===== src/inc/phe_pkg.sv =====
// package: constants, register map and states of the push and hold entry logic
package phe_pkg;

    // ****************************************
    // timing
    // ****************************************
    localparam int CLK_HZ = 40_000_000;
    localparam int CLK_PERIOD_NS = 25;
    localparam int MS_NS = 1_000_000;
    localparam int MS_CYCLES = MS_NS / CLK_PERIOD_NS;
    localparam int WAKE_NS = 50_000;
    localparam int WAKE_CYCLES = (WAKE_NS + CLK_PERIOD_NS - 1) / CLK_PERIOD_NS;

    // ****************************************
    // register byte offsets
    // ****************************************
    localparam int ADDR_W = 6;
    localparam logic [5:0] OFF_CTRL = 6'h00;
    localparam logic [5:0] OFF_TARGET = 6'h04;
    localparam logic [5:0] OFF_BAND = 6'h08;
    localparam logic [5:0] OFF_ZONE_HI = 6'h0C;
    localparam logic [5:0] OFF_ZONE_LO = 6'h10;
    localparam logic [5:0] OFF_MODE = 6'h14;
    localparam logic [5:0] OFF_PUSH_SPEED = 6'h18;
    localparam logic [5:0] OFF_JUDGE_MS = 6'h1C;
    localparam logic [5:0] OFF_DELAY1 = 6'h20;
    localparam logic [5:0] OFF_DELAY2 = 6'h24;
    localparam logic [5:0] OFF_DELAY3 = 6'h28;
    localparam logic [5:0] OFF_STATUS = 6'h2C;
    localparam logic [5:0] OFF_IRQ_STAT = 6'h30;
    localparam logic [5:0] OFF_IRQ_MASK = 6'h34;
    localparam logic [5:0] OFF_POSITION = 6'h38;

    // ****************************************
    // fields
    // ****************************************
    localparam int CTRL_START_BIT = 0;
    localparam int MODE_PUSH_LSB = 0;
    localparam int MODE_INCR_BIT = 8;
    localparam int MODE_STAND_LSB = 9;
    localparam int MODE_ACC_BIT = 12;
    localparam int MODE_CMD_BIT = 13;
    localparam int MODE_W = 14;
    localparam logic [7:0] PUSH_MIN_PCT = 8'h14;
    localparam logic [15:0] PUSH_SPEED_MAX = 16'h07D0;
    localparam logic [15:0] PUSH_SPEED_RST = 16'h03E8;
    localparam logic [15:0] JUDGE_MS_RST = 16'h0064;
    localparam logic [15:0] DELAY_RST = 16'h03E8;
    localparam logic [2:0] STAND_OFF = 3'h0;
    localparam logic [2:0] STAND_AUTO3 = 3'h3;
    localparam logic [2:0] STAND_FULL = 3'h4;

    // ****************************************
    // events, one sticky status bit each
    // ****************************************
    localparam int EV_DONE = 0;
    localparam int EV_MISS = 1;
    localparam int EV_SERVO_ERR = 2;
    localparam int EV_PUSHBACK = 3;
    localparam int EV_LOW_PUSH = 4;
    localparam int N_EV = 5;

    typedef enum logic [2:0] {
        ST_IDLE,
        ST_WAKE,
        ST_MOVE,
        ST_PUSH,
        ST_HOLD,
        ST_MISSED,
        ST_DONE,
        ST_FAULT
    } phe_state_t;

endpackage : phe_pkg


===== src/core/phe_entry.sv =====
// module: sequencing of one position table entry, plain or push and hold move
//
// Function
// - band limits push distance beyond target
// - zone output follows entry zone bounds
// - incremental flag: 0 absolute, 1 relative
// - standstill code applied after a plain (push 0) move completes
// - full servo: servo on, reduced hold
// - auto servo-off after delay, wake first
// - push 0 positions, else push percent
// - push limit never below twenty percent
// - push at parameter speed, capped 20mm/s
// - complete after limit held judgment time
// - band traversed without contact: no complete
// - load yields: follow, complete tracks limit
// - pushed back: complete stays asserted
// - pushed back to target raises alarm
// - contact before target: servo error alarm
// - band applied with its sign
// - acceleration and command modes ignored
//
// Local design decisions: register access over Wishbone and the register offsets.
`timescale 1ns/1ps
`default_nettype none

module phe_entry #(
    parameter int MS_CYCLES_P = phe_pkg::MS_CYCLES
) (
    input wire logic clk_i,
    input wire logic rst_i,
    input wire logic wb_cyc_i,
    input wire logic wb_stb_i,
    input wire logic wb_we_i,
    input wire logic [phe_pkg::ADDR_W-1:0] wb_adr_i,
    input wire logic [3:0] wb_sel_i,
    input wire logic [31:0] wb_dat_i,
    output logic [31:0] wb_dat_o,
    output logic wb_ack_o,
    input wire logic signed [31:0] actual_pos_i,
    input wire logic current_at_limit_i,
    output logic signed [31:0] cmd_pos_o,
    output logic [7:0] current_limit_o,
    output logic servo_on_o,
    output logic hold_reduce_o,
    output logic moving_o,
    output logic pos_complete_o,
    output logic position_zone_out_o,
    output logic alarm_o,
    output logic irq_o
);
    import phe_pkg::*;

    // ****************************************
    // registers
    // ****************************************
    logic signed [31:0] target;
    logic signed [31:0] band;
    logic signed [31:0] zone_hi;
    logic signed [31:0] zone_lo;
    logic [MODE_W-1:0] mode;
    logic [15:0] push_speed;
    logic [15:0] judge_ms;
    logic [15:0] delay [3];
    logic [N_EV-1:0] irq_stat;
    logic [N_EV-1:0] irq_mask;
    logic [N_EV-1:0] ev;
    phe_state_t state;
    logic signed [31:0] tgt;
    logic signed [31:0] push_end;
    logic signed [31:0] contact_pos;
    logic [7:0] push_pct;
    logic [2:0] stand;
    logic [31:0] step_acc;
    logic step_en;
    logic [31:0] ms_cnt;
    logic ms_tick;
    logic [15:0] judge_cnt;
    logic [15:0] idle_ms;
    logic [15:0] wake_cnt;
    logic wr;
    logic rd_ok;
    logic start;
    logic [31:0] next_rd;
    logic [7:0] next_pct;
    logic [2:0] next_stand;
    logic [15:0] speed_eff;
    logic band_neg;
    logic reached;
    logic at_end;
    logic judge_hit;
    logic pushed_back;
    logic back_to_tgt;
    logic signed [31:0] pos_err;
    logic [31:0] abs_err;
    logic [31:0] abs_band;

    assign wr = wb_cyc_i && wb_stb_i && wb_we_i && !wb_ack_o;
    assign rd_ok = wb_cyc_i && wb_stb_i && !wb_ack_o;
    assign start = wr && wb_adr_i == OFF_CTRL && wb_sel_i[0] && wb_dat_i[CTRL_START_BIT]
        && state != ST_WAKE && state != ST_MOVE && state != ST_PUSH;

    // ****************************************
    // wishbone slave, one wait cycle
    // ****************************************
    always_ff @(posedge clk_i)
    begin
        if (rst_i)
        begin
            wb_ack_o <= 1'b0;
            wb_dat_o <= 32'h0000_0000;
        end
        else
        begin
            wb_ack_o <= rd_ok;
            wb_dat_o <= next_rd;
        end
    end

    // unmapped offsets read zero and still get an ack
    always_comb
    begin
        next_rd = 32'h0000_0000;
        unique case (wb_adr_i)
            OFF_TARGET: next_rd = target;
            OFF_BAND: next_rd = band;
            OFF_ZONE_HI: next_rd = zone_hi;
            OFF_ZONE_LO: next_rd = zone_lo;
            OFF_MODE: next_rd = {18'h0_0000, mode};
            OFF_PUSH_SPEED: next_rd = {16'h0000, push_speed};
            OFF_JUDGE_MS: next_rd = {16'h0000, judge_ms};
            OFF_DELAY1: next_rd = {16'h0000, delay[0]};
            OFF_DELAY2: next_rd = {16'h0000, delay[1]};
            OFF_DELAY3: next_rd = {16'h0000, delay[2]};
            OFF_STATUS: next_rd = {21'h00_0000, push_pct, state};
            OFF_IRQ_STAT: next_rd = {27'h000_0000, irq_stat};
            OFF_IRQ_MASK: next_rd = {27'h000_0000, irq_mask};
            OFF_POSITION: next_rd = actual_pos_i;
            default: next_rd = 32'h0000_0000;
        endcase
    end

    // ****************************************
    // entry and parameter registers
    // ****************************************
    // acceleration and command modes stored only
    // acceleration and command mode bits are stored for readback only
    always_ff @(posedge clk_i)
    begin
        if (rst_i)
        begin
            target <= 32'sh0000_0000;
            band <= 32'sh0000_0000;
            zone_hi <= 32'sh0000_0000;
            zone_lo <= 32'sh0000_0000;
            mode <= 14'h0000;
            push_speed <= PUSH_SPEED_RST;
            judge_ms <= JUDGE_MS_RST;
            irq_mask <= 5'h00;
            delay[0] <= DELAY_RST;
            delay[1] <= DELAY_RST;
            delay[2] <= DELAY_RST;
        end
        else if (wr)
        begin
            unique case (wb_adr_i)
                OFF_TARGET: target <= wb_dat_i;
                OFF_BAND: band <= wb_dat_i;
                OFF_ZONE_HI: zone_hi <= wb_dat_i;
                OFF_ZONE_LO: zone_lo <= wb_dat_i;
                OFF_MODE: mode <= wb_dat_i[MODE_W-1:0];
                OFF_PUSH_SPEED: push_speed <= wb_dat_i[15:0];
                OFF_JUDGE_MS: judge_ms <= wb_dat_i[15:0];
                OFF_DELAY1: delay[0] <= wb_dat_i[15:0];
                OFF_DELAY2: delay[1] <= wb_dat_i[15:0];
                OFF_DELAY3: delay[2] <= wb_dat_i[15:0];
                OFF_IRQ_MASK: irq_mask <= wb_dat_i[N_EV-1:0];
                default: ;
            endcase
        end
    end

    // ****************************************
    // interrupts
    // ****************************************
    // a new event beats a write-one clear in the same cycle
    always_ff @(posedge clk_i)
    begin
        if (rst_i)
        begin
            irq_stat <= 5'h00;
            irq_o <= 1'b0;
        end
        else
        begin
            if (wr && wb_adr_i == OFF_IRQ_STAT && wb_sel_i[0])
                irq_stat <= (irq_stat & ~wb_dat_i[N_EV-1:0]) | ev;
            else
                irq_stat <= irq_stat | ev;
            irq_o <= |(irq_stat & irq_mask);
        end
    end

    // ****************************************
    // entry decode at start
    // ****************************************
    always_comb
    begin
        next_pct = mode[MODE_PUSH_LSB +: 8];
        if (next_pct != 8'h00 && next_pct < PUSH_MIN_PCT)
            next_pct = PUSH_MIN_PCT;
        next_stand = mode[MODE_STAND_LSB +: 3];
        if (next_stand > STAND_FULL)
            next_stand = STAND_OFF;
    end

    assign speed_eff = (push_speed > PUSH_SPEED_MAX) ? PUSH_SPEED_MAX : push_speed;
    assign band_neg = band[31];
    assign pos_err = actual_pos_i - tgt;
    assign abs_err = pos_err[31] ? 32'(-pos_err) : 32'(pos_err);
    assign abs_band = band_neg ? 32'(-band) : 32'(band);
    assign reached = push_pct != 8'h00 ? pos_err == 32'sh0000_0000 : abs_err <= abs_band;
    assign at_end = cmd_pos_o == push_end && actual_pos_i == push_end;
    assign judge_hit = ms_tick && current_at_limit_i && judge_cnt + 16'h0001 >= judge_ms;
    assign pushed_back = band_neg ? actual_pos_i > contact_pos : actual_pos_i < contact_pos;
    assign back_to_tgt = band_neg ? actual_pos_i >= tgt : actual_pos_i <= tgt;

    // ****************************************
    // time bases
    // ****************************************
    // step pacing by rate accumulator: speed in 0.01 mm/s, one step is 0.01 mm
    always_ff @(posedge clk_i)
    begin
        if (rst_i || (state != ST_PUSH && state != ST_HOLD))
        begin
            step_acc <= 32'h0000_0000;
            step_en <= 1'b0;
        end
        else if (step_acc + {16'h0000, speed_eff} >= 32'(CLK_HZ))
        begin
            step_acc <= step_acc + {16'h0000, speed_eff} - 32'(CLK_HZ);
            step_en <= 1'b1;
        end
        else
        begin
            step_acc <= step_acc + {16'h0000, speed_eff};
            step_en <= 1'b0;
        end
    end

    always_ff @(posedge clk_i)
    begin
        if (rst_i || ms_cnt == 32'(MS_CYCLES_P - 1))
            ms_cnt <= 32'h0000_0000;
        else
            ms_cnt <= ms_cnt + 32'h0000_0001;
        ms_tick <= !rst_i && ms_cnt == 32'(MS_CYCLES_P - 1);
    end

    // ****************************************
    // sequencer
    // ****************************************
    always_ff @(posedge clk_i)
    begin
        if (rst_i)
        begin
            state <= ST_IDLE;
            tgt <= 32'sh0000_0000;
            push_end <= 32'sh0000_0000;
            contact_pos <= 32'sh0000_0000;
            push_pct <= 8'h00;
            stand <= STAND_OFF;
            cmd_pos_o <= 32'sh0000_0000;
            judge_cnt <= 16'h0000;
            wake_cnt <= 16'h0000;
            pos_complete_o <= 1'b0;
            alarm_o <= 1'b0;
            ev <= 5'h00;
        end
        else
        begin
            ev <= 5'h00;
            unique case (state)
                ST_IDLE, ST_HOLD, ST_MISSED, ST_DONE, ST_FAULT:
                begin
                    if (start)
                    begin
                        tgt <= mode[MODE_INCR_BIT] ? actual_pos_i + target : target;
                        push_pct <= next_pct;
                        stand <= next_stand;
                        pos_complete_o <= 1'b0;
                        alarm_o <= 1'b0;
                        judge_cnt <= 16'h0000;
                        wake_cnt <= 16'h0000;
                        ev[EV_LOW_PUSH] <= next_pct != mode[MODE_PUSH_LSB +: 8];
                        state <= servo_on_o ? ST_MOVE : ST_WAKE;
                    end
                    else if (state == ST_HOLD)
                    begin
                        if (back_to_tgt)
                        begin
                            alarm_o <= 1'b1;
                            pos_complete_o <= 1'b0;
                            ev[EV_PUSHBACK] <= 1'b1;
                            state <= ST_FAULT;
                        end
                        else
                        begin
                            if (step_en && !current_at_limit_i && cmd_pos_o != push_end)
                                cmd_pos_o <= band_neg ? cmd_pos_o - 32'sh0000_0001
                                                      : cmd_pos_o + 32'sh0000_0001;
                            pos_complete_o <= current_at_limit_i || pushed_back;
                        end
                    end
                end
                ST_WAKE:
                begin
                    if (wake_cnt == 16'(WAKE_CYCLES - 1))
                        state <= ST_MOVE;
                    else
                        wake_cnt <= wake_cnt + 16'h0001;
                end
                ST_MOVE:
                begin
                    cmd_pos_o <= tgt;
                    if (push_pct != 8'h00 && current_at_limit_i && !reached)
                    begin
                        alarm_o <= 1'b1;
                        ev[EV_SERVO_ERR] <= 1'b1;
                        state <= ST_FAULT;
                    end
                    else if (reached && push_pct == 8'h00)
                    begin
                        pos_complete_o <= 1'b1;
                        ev[EV_DONE] <= 1'b1;
                        state <= ST_DONE;
                    end
                    else if (reached)
                    begin
                        // band as push distance past target
                        push_end <= tgt + band;
                        state <= ST_PUSH;
                    end
                end
                ST_PUSH:
                begin
                    if (step_en && cmd_pos_o != push_end)
                        cmd_pos_o <= band_neg ? cmd_pos_o - 32'sh0000_0001
                                              : cmd_pos_o + 32'sh0000_0001;
                    if (ms_tick)
                        judge_cnt <= current_at_limit_i ? judge_cnt + 16'h0001 : 16'h0000;
                    if (judge_hit)
                    begin
                        pos_complete_o <= 1'b1;
                        contact_pos <= actual_pos_i;
                        ev[EV_DONE] <= 1'b1;
                        state <= ST_HOLD;
                    end
                    else if (at_end)
                    begin
                        ev[EV_MISS] <= 1'b1;
                        state <= ST_MISSED;
                    end
                end
                default: state <= ST_IDLE;
            endcase
        end
    end

    // ****************************************
    // standstill and drive outputs
    // ****************************************
    always_ff @(posedge clk_i)
    begin
        if (rst_i)
        begin
            servo_on_o <= 1'b1;
            hold_reduce_o <= 1'b0;
            idle_ms <= 16'h0000;
            moving_o <= 1'b0;
            current_limit_o <= 8'h00;
            position_zone_out_o <= 1'b0;
        end
        else
        begin
            moving_o <= state == ST_MOVE || state == ST_PUSH;
            current_limit_o <= push_pct;
            position_zone_out_o <= actual_pos_i >= zone_lo && actual_pos_i <= zone_hi;
            if (state == ST_WAKE)
            begin
                servo_on_o <= 1'b1;
                hold_reduce_o <= 1'b0;
                idle_ms <= 16'h0000;
            end
            else if (state == ST_FAULT)
            begin
                servo_on_o <= 1'b0;
                hold_reduce_o <= 1'b0;
            end
            else if (state == ST_DONE)
            begin
                hold_reduce_o <= stand == STAND_FULL;
                if (stand != STAND_OFF && stand <= STAND_AUTO3 && ms_tick)
                begin
                    if (idle_ms + 16'h0001 >= delay[2'(stand - 3'h1)])
                        servo_on_o <= 1'b0;
                    else
                        idle_ms <= idle_ms + 16'h0001;
                end
            end
            else
            begin
                hold_reduce_o <= 1'b0;
                idle_ms <= 16'h0000;
            end
        end
    end
endmodule : phe_entry

`default_nettype wire


===== config.mk =====
export PLATFORM = sky130hd
export DESIGN_NAME = phe_entry
export DESIGN_NICKNAME = d
export VERILOG_FILES = /design/src/inc/phe_pkg.sv /design/src/core/phe_entry.sv
export SDC_FILE = /design/constraint.sdc
export NUM_CORES = 2
export LEC_CHECK = 0
export BUFFER_PORTS_ARGS = -buffer_cell sky130_fd_sc_hd__clkbuf_2
export CAP_MARGIN = 20
export CORE_ASPECT_RATIO = 0.75
export CORE_UTILIZATION = 30
export DETAILED_ROUTE_END_ITERATION = 10
export PLACE_DENSITY = 0.44
export SYNTH_ARGS = -nofsm -noshare
export SYNTH_HDL_FRONTEND = slang
export SYNTH_SLANG_ARGS = --single-unit

===== constraint.sdc =====
create_clock -name clk_i -period 6.4 [get_ports clk_i]
set_input_delay 1.28 -clock clk_i [delete_from_list [all_inputs] [get_ports clk_i]]
set_output_delay 1.28 -clock clk_i [all_outputs]
set_load 0.005 [all_outputs]

# Yosys cells after proc, flatten, opt, wreduce, memory -nomap -nowiden
# Memory sizes are Yosys's and may differ from the RTL's.
# Index checks and enable logic that the tools add are counted.
[op_classes] n_reduce_logical=76 add_sub_neg=14 n_lt_le_gt_ge=14 mux=80 n_bitwise=17 n_eq_ne=51
[op_table] operator="one-hot mux 32 bit (14 select lines)" n=1
[op_table] operator="2-to-1 mux 32 bit" n=10
[op_table] operator="2-to-1 mux 16 bit" n=11
[op_table] operator="<= comparator 32 bit" n=3
[op_table] operator="one-hot mux 32 bit (3 select lines)" n=1
[op_table] operator="adder 32 bit" n=2
[op_table] operator="== test 32 bit" n=2
[op_table] operator="greater-or-equal comparator 32 bit" n=2
[op_table] operator="negation 32 bit" n=2
[op_table] operator="one-hot mux 16 bit (2 select lines)" n=2
[op_table] operator="adder 16 x 1 -> 16 bit (second input constant)" n=3
[op_table] operator="== test 6 bit (second input constant)" n=7
[op_table] operator="2-to-1 mux 1 bit" n=38
[op_table] operator="adder 32 x 1 -> 32 bit (second input constant)" n=1
[op_table] operator="adder 32 x 16 -> 32 bit" n=1
[op_table] operator="adder 32 x 2 -> 32 bit (second input constant)" n=1
[op_table] operator="== test 32 x 16 -> 1 bit (second input constant)" n=1
[op_table] operator="greater-or-equal comparator 16 bit" n=2
[op_table] operator="greater-or-equal comparator 32 x 26 -> 1 bit (second input constant)" n=1
[op_table] operator="> comparator 32 bit" n=1
[op_table] operator="logical NOT 32 bit" n=1
[op_table] operator="less-than comparator 32 bit" n=1
[op_table] operator="!= test 32 bit" n=1
[op_table] operator="subtractor 32 x 2 -> 32 bit (second input constant)" n=1
[op_table] operator="other kinds (51)" n=156
[totals] in_bits=80 mem_bits_rw=48 memories=1 reg_bits=493 output_inout_bits=80
[memory_table] name="delay" depth=3 width=16 read_ports=4 rd_clocked_by_memory_dff=0 wr=3 line="phe_entry.sv:63" source="logic [15:0] delay [3];"

# Longest topological paths before layout
[depth] ltp_word=11 mapped_depth=25

# Worst setup path before layout
# Ideal clock, no wire load.
[synth_path] kind="input -> register" start="input port actual_pos_i[0]" end="register state[0]" path_buffers=1 setup_slack_ps=131 t_arrival_ps=6153 required_time_ps=6284 path_stages=24 cell_sequence="inv_1 ha_1 fa_1 nor2b_1 o31a_1 o211a_2 o211a_1 a211oi_1 or2_2 nor4_1 and2_1 clkbuf_1 nand3_1 o21ai_0 xnor2_1 ha_1 nand4_1 nor4_1 nand4_1 o221a_2 a31oi_1 nand2_1 or3_1 a41o_1"
[synth_between] elab_chain_len=9 word_cells_on_any_way=21
[synth_lines] element="from (decl)" line="phe_entry.sv:39" source="input wire logic signed [31:0] actual_pos_i,"
[synth_lines] element="subtractor 32 bit" line="phe_entry.sv:218" source="assign pos_err = actual_pos_i - tgt;"
[synth_lines] element="negation 32 bit" line="phe_entry.sv:219" source="assign abs_err = pos_err[31] ? 32'(-pos_err) : 32'(pos_err);"
[synth_lines] element="2-to-1 mux 32 bit" line="phe_entry.sv:219"
[synth_lines] element="<= comparator 32 bit (not written as such)" line="phe_entry.sv:221" source="assign reached = push_pct != 8'h00 ? pos_err == 32'sh0000_0000 : abs_err <= abs_band;"
[synth_lines] element="2-to-1 mux 1 bit" line="phe_entry.sv:221"
[synth_lines] element="logical AND 1 bit / logical NOT 1 bit (equally long branches)" line="phe_entry.sv:331, phe_entry.sv:325"
[synth_lines] element="2-to-1 mux 3 bit / logical AND 1 bit (equally long branches)" line="phe_entry.sv:331, phe_entry.sv:325"
[synth_lines] element="2-to-1 mux 3 bit / != test 4 bit (equally long branches)"
[synth_lines] element="one-hot mux 3 bit (4 select lines) / AND reduction 5 bit (equally long branches)"
[synth_lines] element="to (signal assigned)" line="phe_entry.sv:295" source="state <= servo_on_o ? ST_MOVE : ST_WAKE;"
[synth_lines] element="to (decl)" line="phe_entry.sv:67" source="phe_state_t state;"
# Several ways; a longest one is shown, not always the timed one.
# A chain may end at the register's enable or synchronous reset.

# Worst setup path in the final report
# Same ends and word-level chain as after synthesis.

==> summary.md <==
| Metric | Value |
|---|---|
| Top post-synthesis cells by count | nand2_1, dfxtp_1, a21oi_1 |
| CTS H-Tree Depth | 2 |
| Fin. max-slew vios | 0 |
| Port Buffers | 156 |
| Crit Path Class | in2reg |
| Ratio of cells with drive above 1 in the final layout | 12.1% |
| Synth top area cells | dfxtp_1, ha_1, a21oi_1 |
| Starting density of the core | 30.3% |
| ANT nets after route | 0 |
| Total GRT Usage | 24.4% |
| CTS Buf Count | 61 |
| Worst-Skew Late Latency | 0.70 ns |
| Power Dens Cells | 222 mW/mm² |
| Relative slew slack | 16.7% |
| TritonCTS clock tree | done |
| Iter 0 DRT Violations | 3,581 |
| Syn Inst Count | 4,561 |
| Fin crit share | 99.0% |
| Fill count | 12,700 |
| Placed insts | 6,357 |
| Die W | 404 µm |
| Core Area | 0.120 mm² |
| Syn_area_per_cell | 7.98 µm² |
| Final Hold Fails | 0 |
| Critical path fanouts, max | 4 |
| Vias in the first global route | 31,600 |
| Die H | 304 µm |
| Synthesis Warnings | 0 |
| Setup crit end kind | flop |
| # nets final | 5,195 |
| Share of the synthesized area in the top cell type | 27.1% |
| Sequential area share after synthesis | 31.1% |
| Area delta synth->final | 17.1% |
| Fin cells | 6,480 |
| Die ar. | 0.123 mm² |
| Reg clk slew, reported paths | 0.07 ns |
| DRC | 0 |
| Final hold slack | 0.438 ns |
| VDD IR max | 0.000192 V |
| Detail Placement HPWL | 118,000 µm |
| Measured slew at the worst slew-check pin | 1.24 ns |
| Dominant synthesized flop cell | dfxtp_1 |
| Hold-fix buffers at CTS | 0 |
| Worst EP required | 6.97 ns |
| Synth area leader | dfxtp_1 |
| Final wirelength | 154,000 µm |
| Status | complete, no violations |
| Max Freq | 158 MHz |
| Routed vias/inst | 5.43 |
| Crit path DAT | 6.90 ns |
| Final Critical Period | 6.33 ns |
| Global placement routability congestion | 0.916 |
| Hold Crit Class | reg2reg |
| Io pins | 160 |
| Dominant cell by count in the synthesized netlist | nand2_1 |
| Routed len/inst | 23.8 µm |
| Lkg Pwr | 16.8 nW |
| Rows | 110 |
| First-pass GRT wire length | 223,000 µm |
| Ys async rst share | 0% |
| DR pass1 iterations | 6 |
| Post-synth EDFFs | 48 |
| Vias | 35,200 |
| Clock Tree Buf Depth | 3 |
| Largest net degree at the start of global routing | 91 |
| Initial antenna violation count | 8 |
| Fin Clk Skew | 0.0448 ns |
| Synthesized cell area | 0.0364 mm² |
| Max Cap Viol | 0 |
| Overflow after GRT | 0 |
| Post-synth cell types | 98 |
| Yosys reg bits | 541 |
| CTS sink cnt | 541 |
| Root Driver | clkbuf_16 |
| Setup-failing EPs final | 0 |
| Worst Setup Start Kind | input pin |
cells in the final DEF, fill, tap and decap left out, types with 17 or more instances in the layout:
master	synthesis	routed
xor2_1	130	130
and2_1	35	36
nor3_1	65	61
a222oi_1	19	19
xnor2_1	186	186
nor2_1	339	336
clkbuf_16	0	64
ha_1	309	309
nand3b_1	17	17
nor2b_1	43	42
mux2i_1	93	93
edfxtp_1	48	48
and3_1	65	65
o211ai_1	24	24
clkbuf_2	0	155
nand2_1	596	592
a211oi_1	48	48
o21a_1	39	39
nand3_1	122	122
o21bai_1	18	18
nor4_1	27	24
dfxtp_1	493	491
inv_1	212	212
nand4_1	79	79
nand2b_1	61	60
buf_4	4	236
a22oi_1	66	66
or3_1	34	34
a21oi_1	491	491
a31oi_1	46	45
o21ai_0	206	204
a221oi_1	37	37
a22o_1	24	24
a21o_1	112	112
worst paths after layout:
path / from / endpoint / slack [ns] / cells past startpoint
max: actual_pos_i[0] / state[0] / 0.07 / 26
min: ev[0] / irq_stat[0] / 0.44 / 2
max reg2reg: tgt[3] / state[0] / 0.39 / 24
min reg2reg: ev[0] / irq_stat[0] / 0.44 / 2
kinds of logic (layout without fill, tap and decap cells):
kind of cell	after synthesis	count (layout)	share of synthesized area [%]
and+or+nand+nor	1572	1572	20.6
buffers and inverters	436	724	4.66
DFF	541	541	31.1
other	1	8	0.0103
xor gates and xnor gates	316	316	7.61
muxes	97	97	2.71
adders and majority gates	314	314	10.9
AOI/OAI and AO/OA	1284	1284	22.4
metrics by stage:
step	cell area (µm²)	power (mW)	setup TNS [ns]	util, %	setup slack (ns)
floorplan	36400	4.76	0	-	0.131
global placement	40200	5.49	-3.51	33.5	-0.858
detailed placement	40200	5.49	-3.53	33.5	-0.871
CTS	42500	9.50	0	35.4	0.0222
global route	42600	9.85	-0.0222	35.4	-0.0222
finish	42600	9.45	0	35.5	0.0657
per-layer routing:
layer	track usage (%)	up-vias	wire [µm]
met5	0	-	27
met4	3.75	4	2260
met3	4.22	145	11900
met2	34.6	1189	61400
met1	38.2	17000	78500
li1	-	16900	-
final cells by class:
cell class,count,area [µm²],share of cell area [%]
Tap cell,1624,2030,4.77
Antenna cell,3,7.51,0.0176
Multi-Input combinational cell,3588,23600,55.3
Clock inverter,25,403,0.946
Timing Repair Buffer,395,2610,6.14
Inverter,214,803,1.89
Sequential cell,541,11300,26.6
Clock buffer,90,1850,4.34
timing repair:
item	CTS	global route
setup endpoints to repair	3	5
pin swaps	2	11
endpoints found under the hold margin	0	0
resized for setup	3	14
buffers inserted	1	4
sequential cells by signal (all words and copies together), names as in the netlist, 14 cells and up:
name,flops
push_end,32
zone_hi,32
step_acc,32
judge_cnt,16
judge_ms,16
wake_cnt,16
target,32
push_speed,16
contact_pos,32
delay,48
zone_lo,32
idle_ms,16
tgt,32
band,32
cmd_pos_o,32
ms_cnt,32
mode,14
wb_dat_o,32
worst max-delay path, stage by stage:
cell	delay, ns
clkbuf_2	0.14
inv_1	0.10
ha_1	0.24
fa_2	0.37
nor2b_2	0.14
o31a_1	0.29
o211a_4	0.22
o211a_1	0.17
a211oi_1	0.06
or2_2	0.32
buf_4	0.15
nor4_4	0.35
and3_4	0.29
and2_4	0.15
a21oi_1	0.07
xnor2_1	0.13
ha_1	0.31
nand4_1	0.21
nor4_2	0.32
nand4_1	0.22
o221a_2	0.33
a31oi_4	0.20
buf_6	0.16
nand2_1	0.09
or3_1	0.35
a41o_1	0.23
power by group:
group	internal, mW	switching (mW)
registers	3.48	0.0955
logic	0.697	1.18
clock network	2.33	1.66
(Power assumes the default switching activity.)
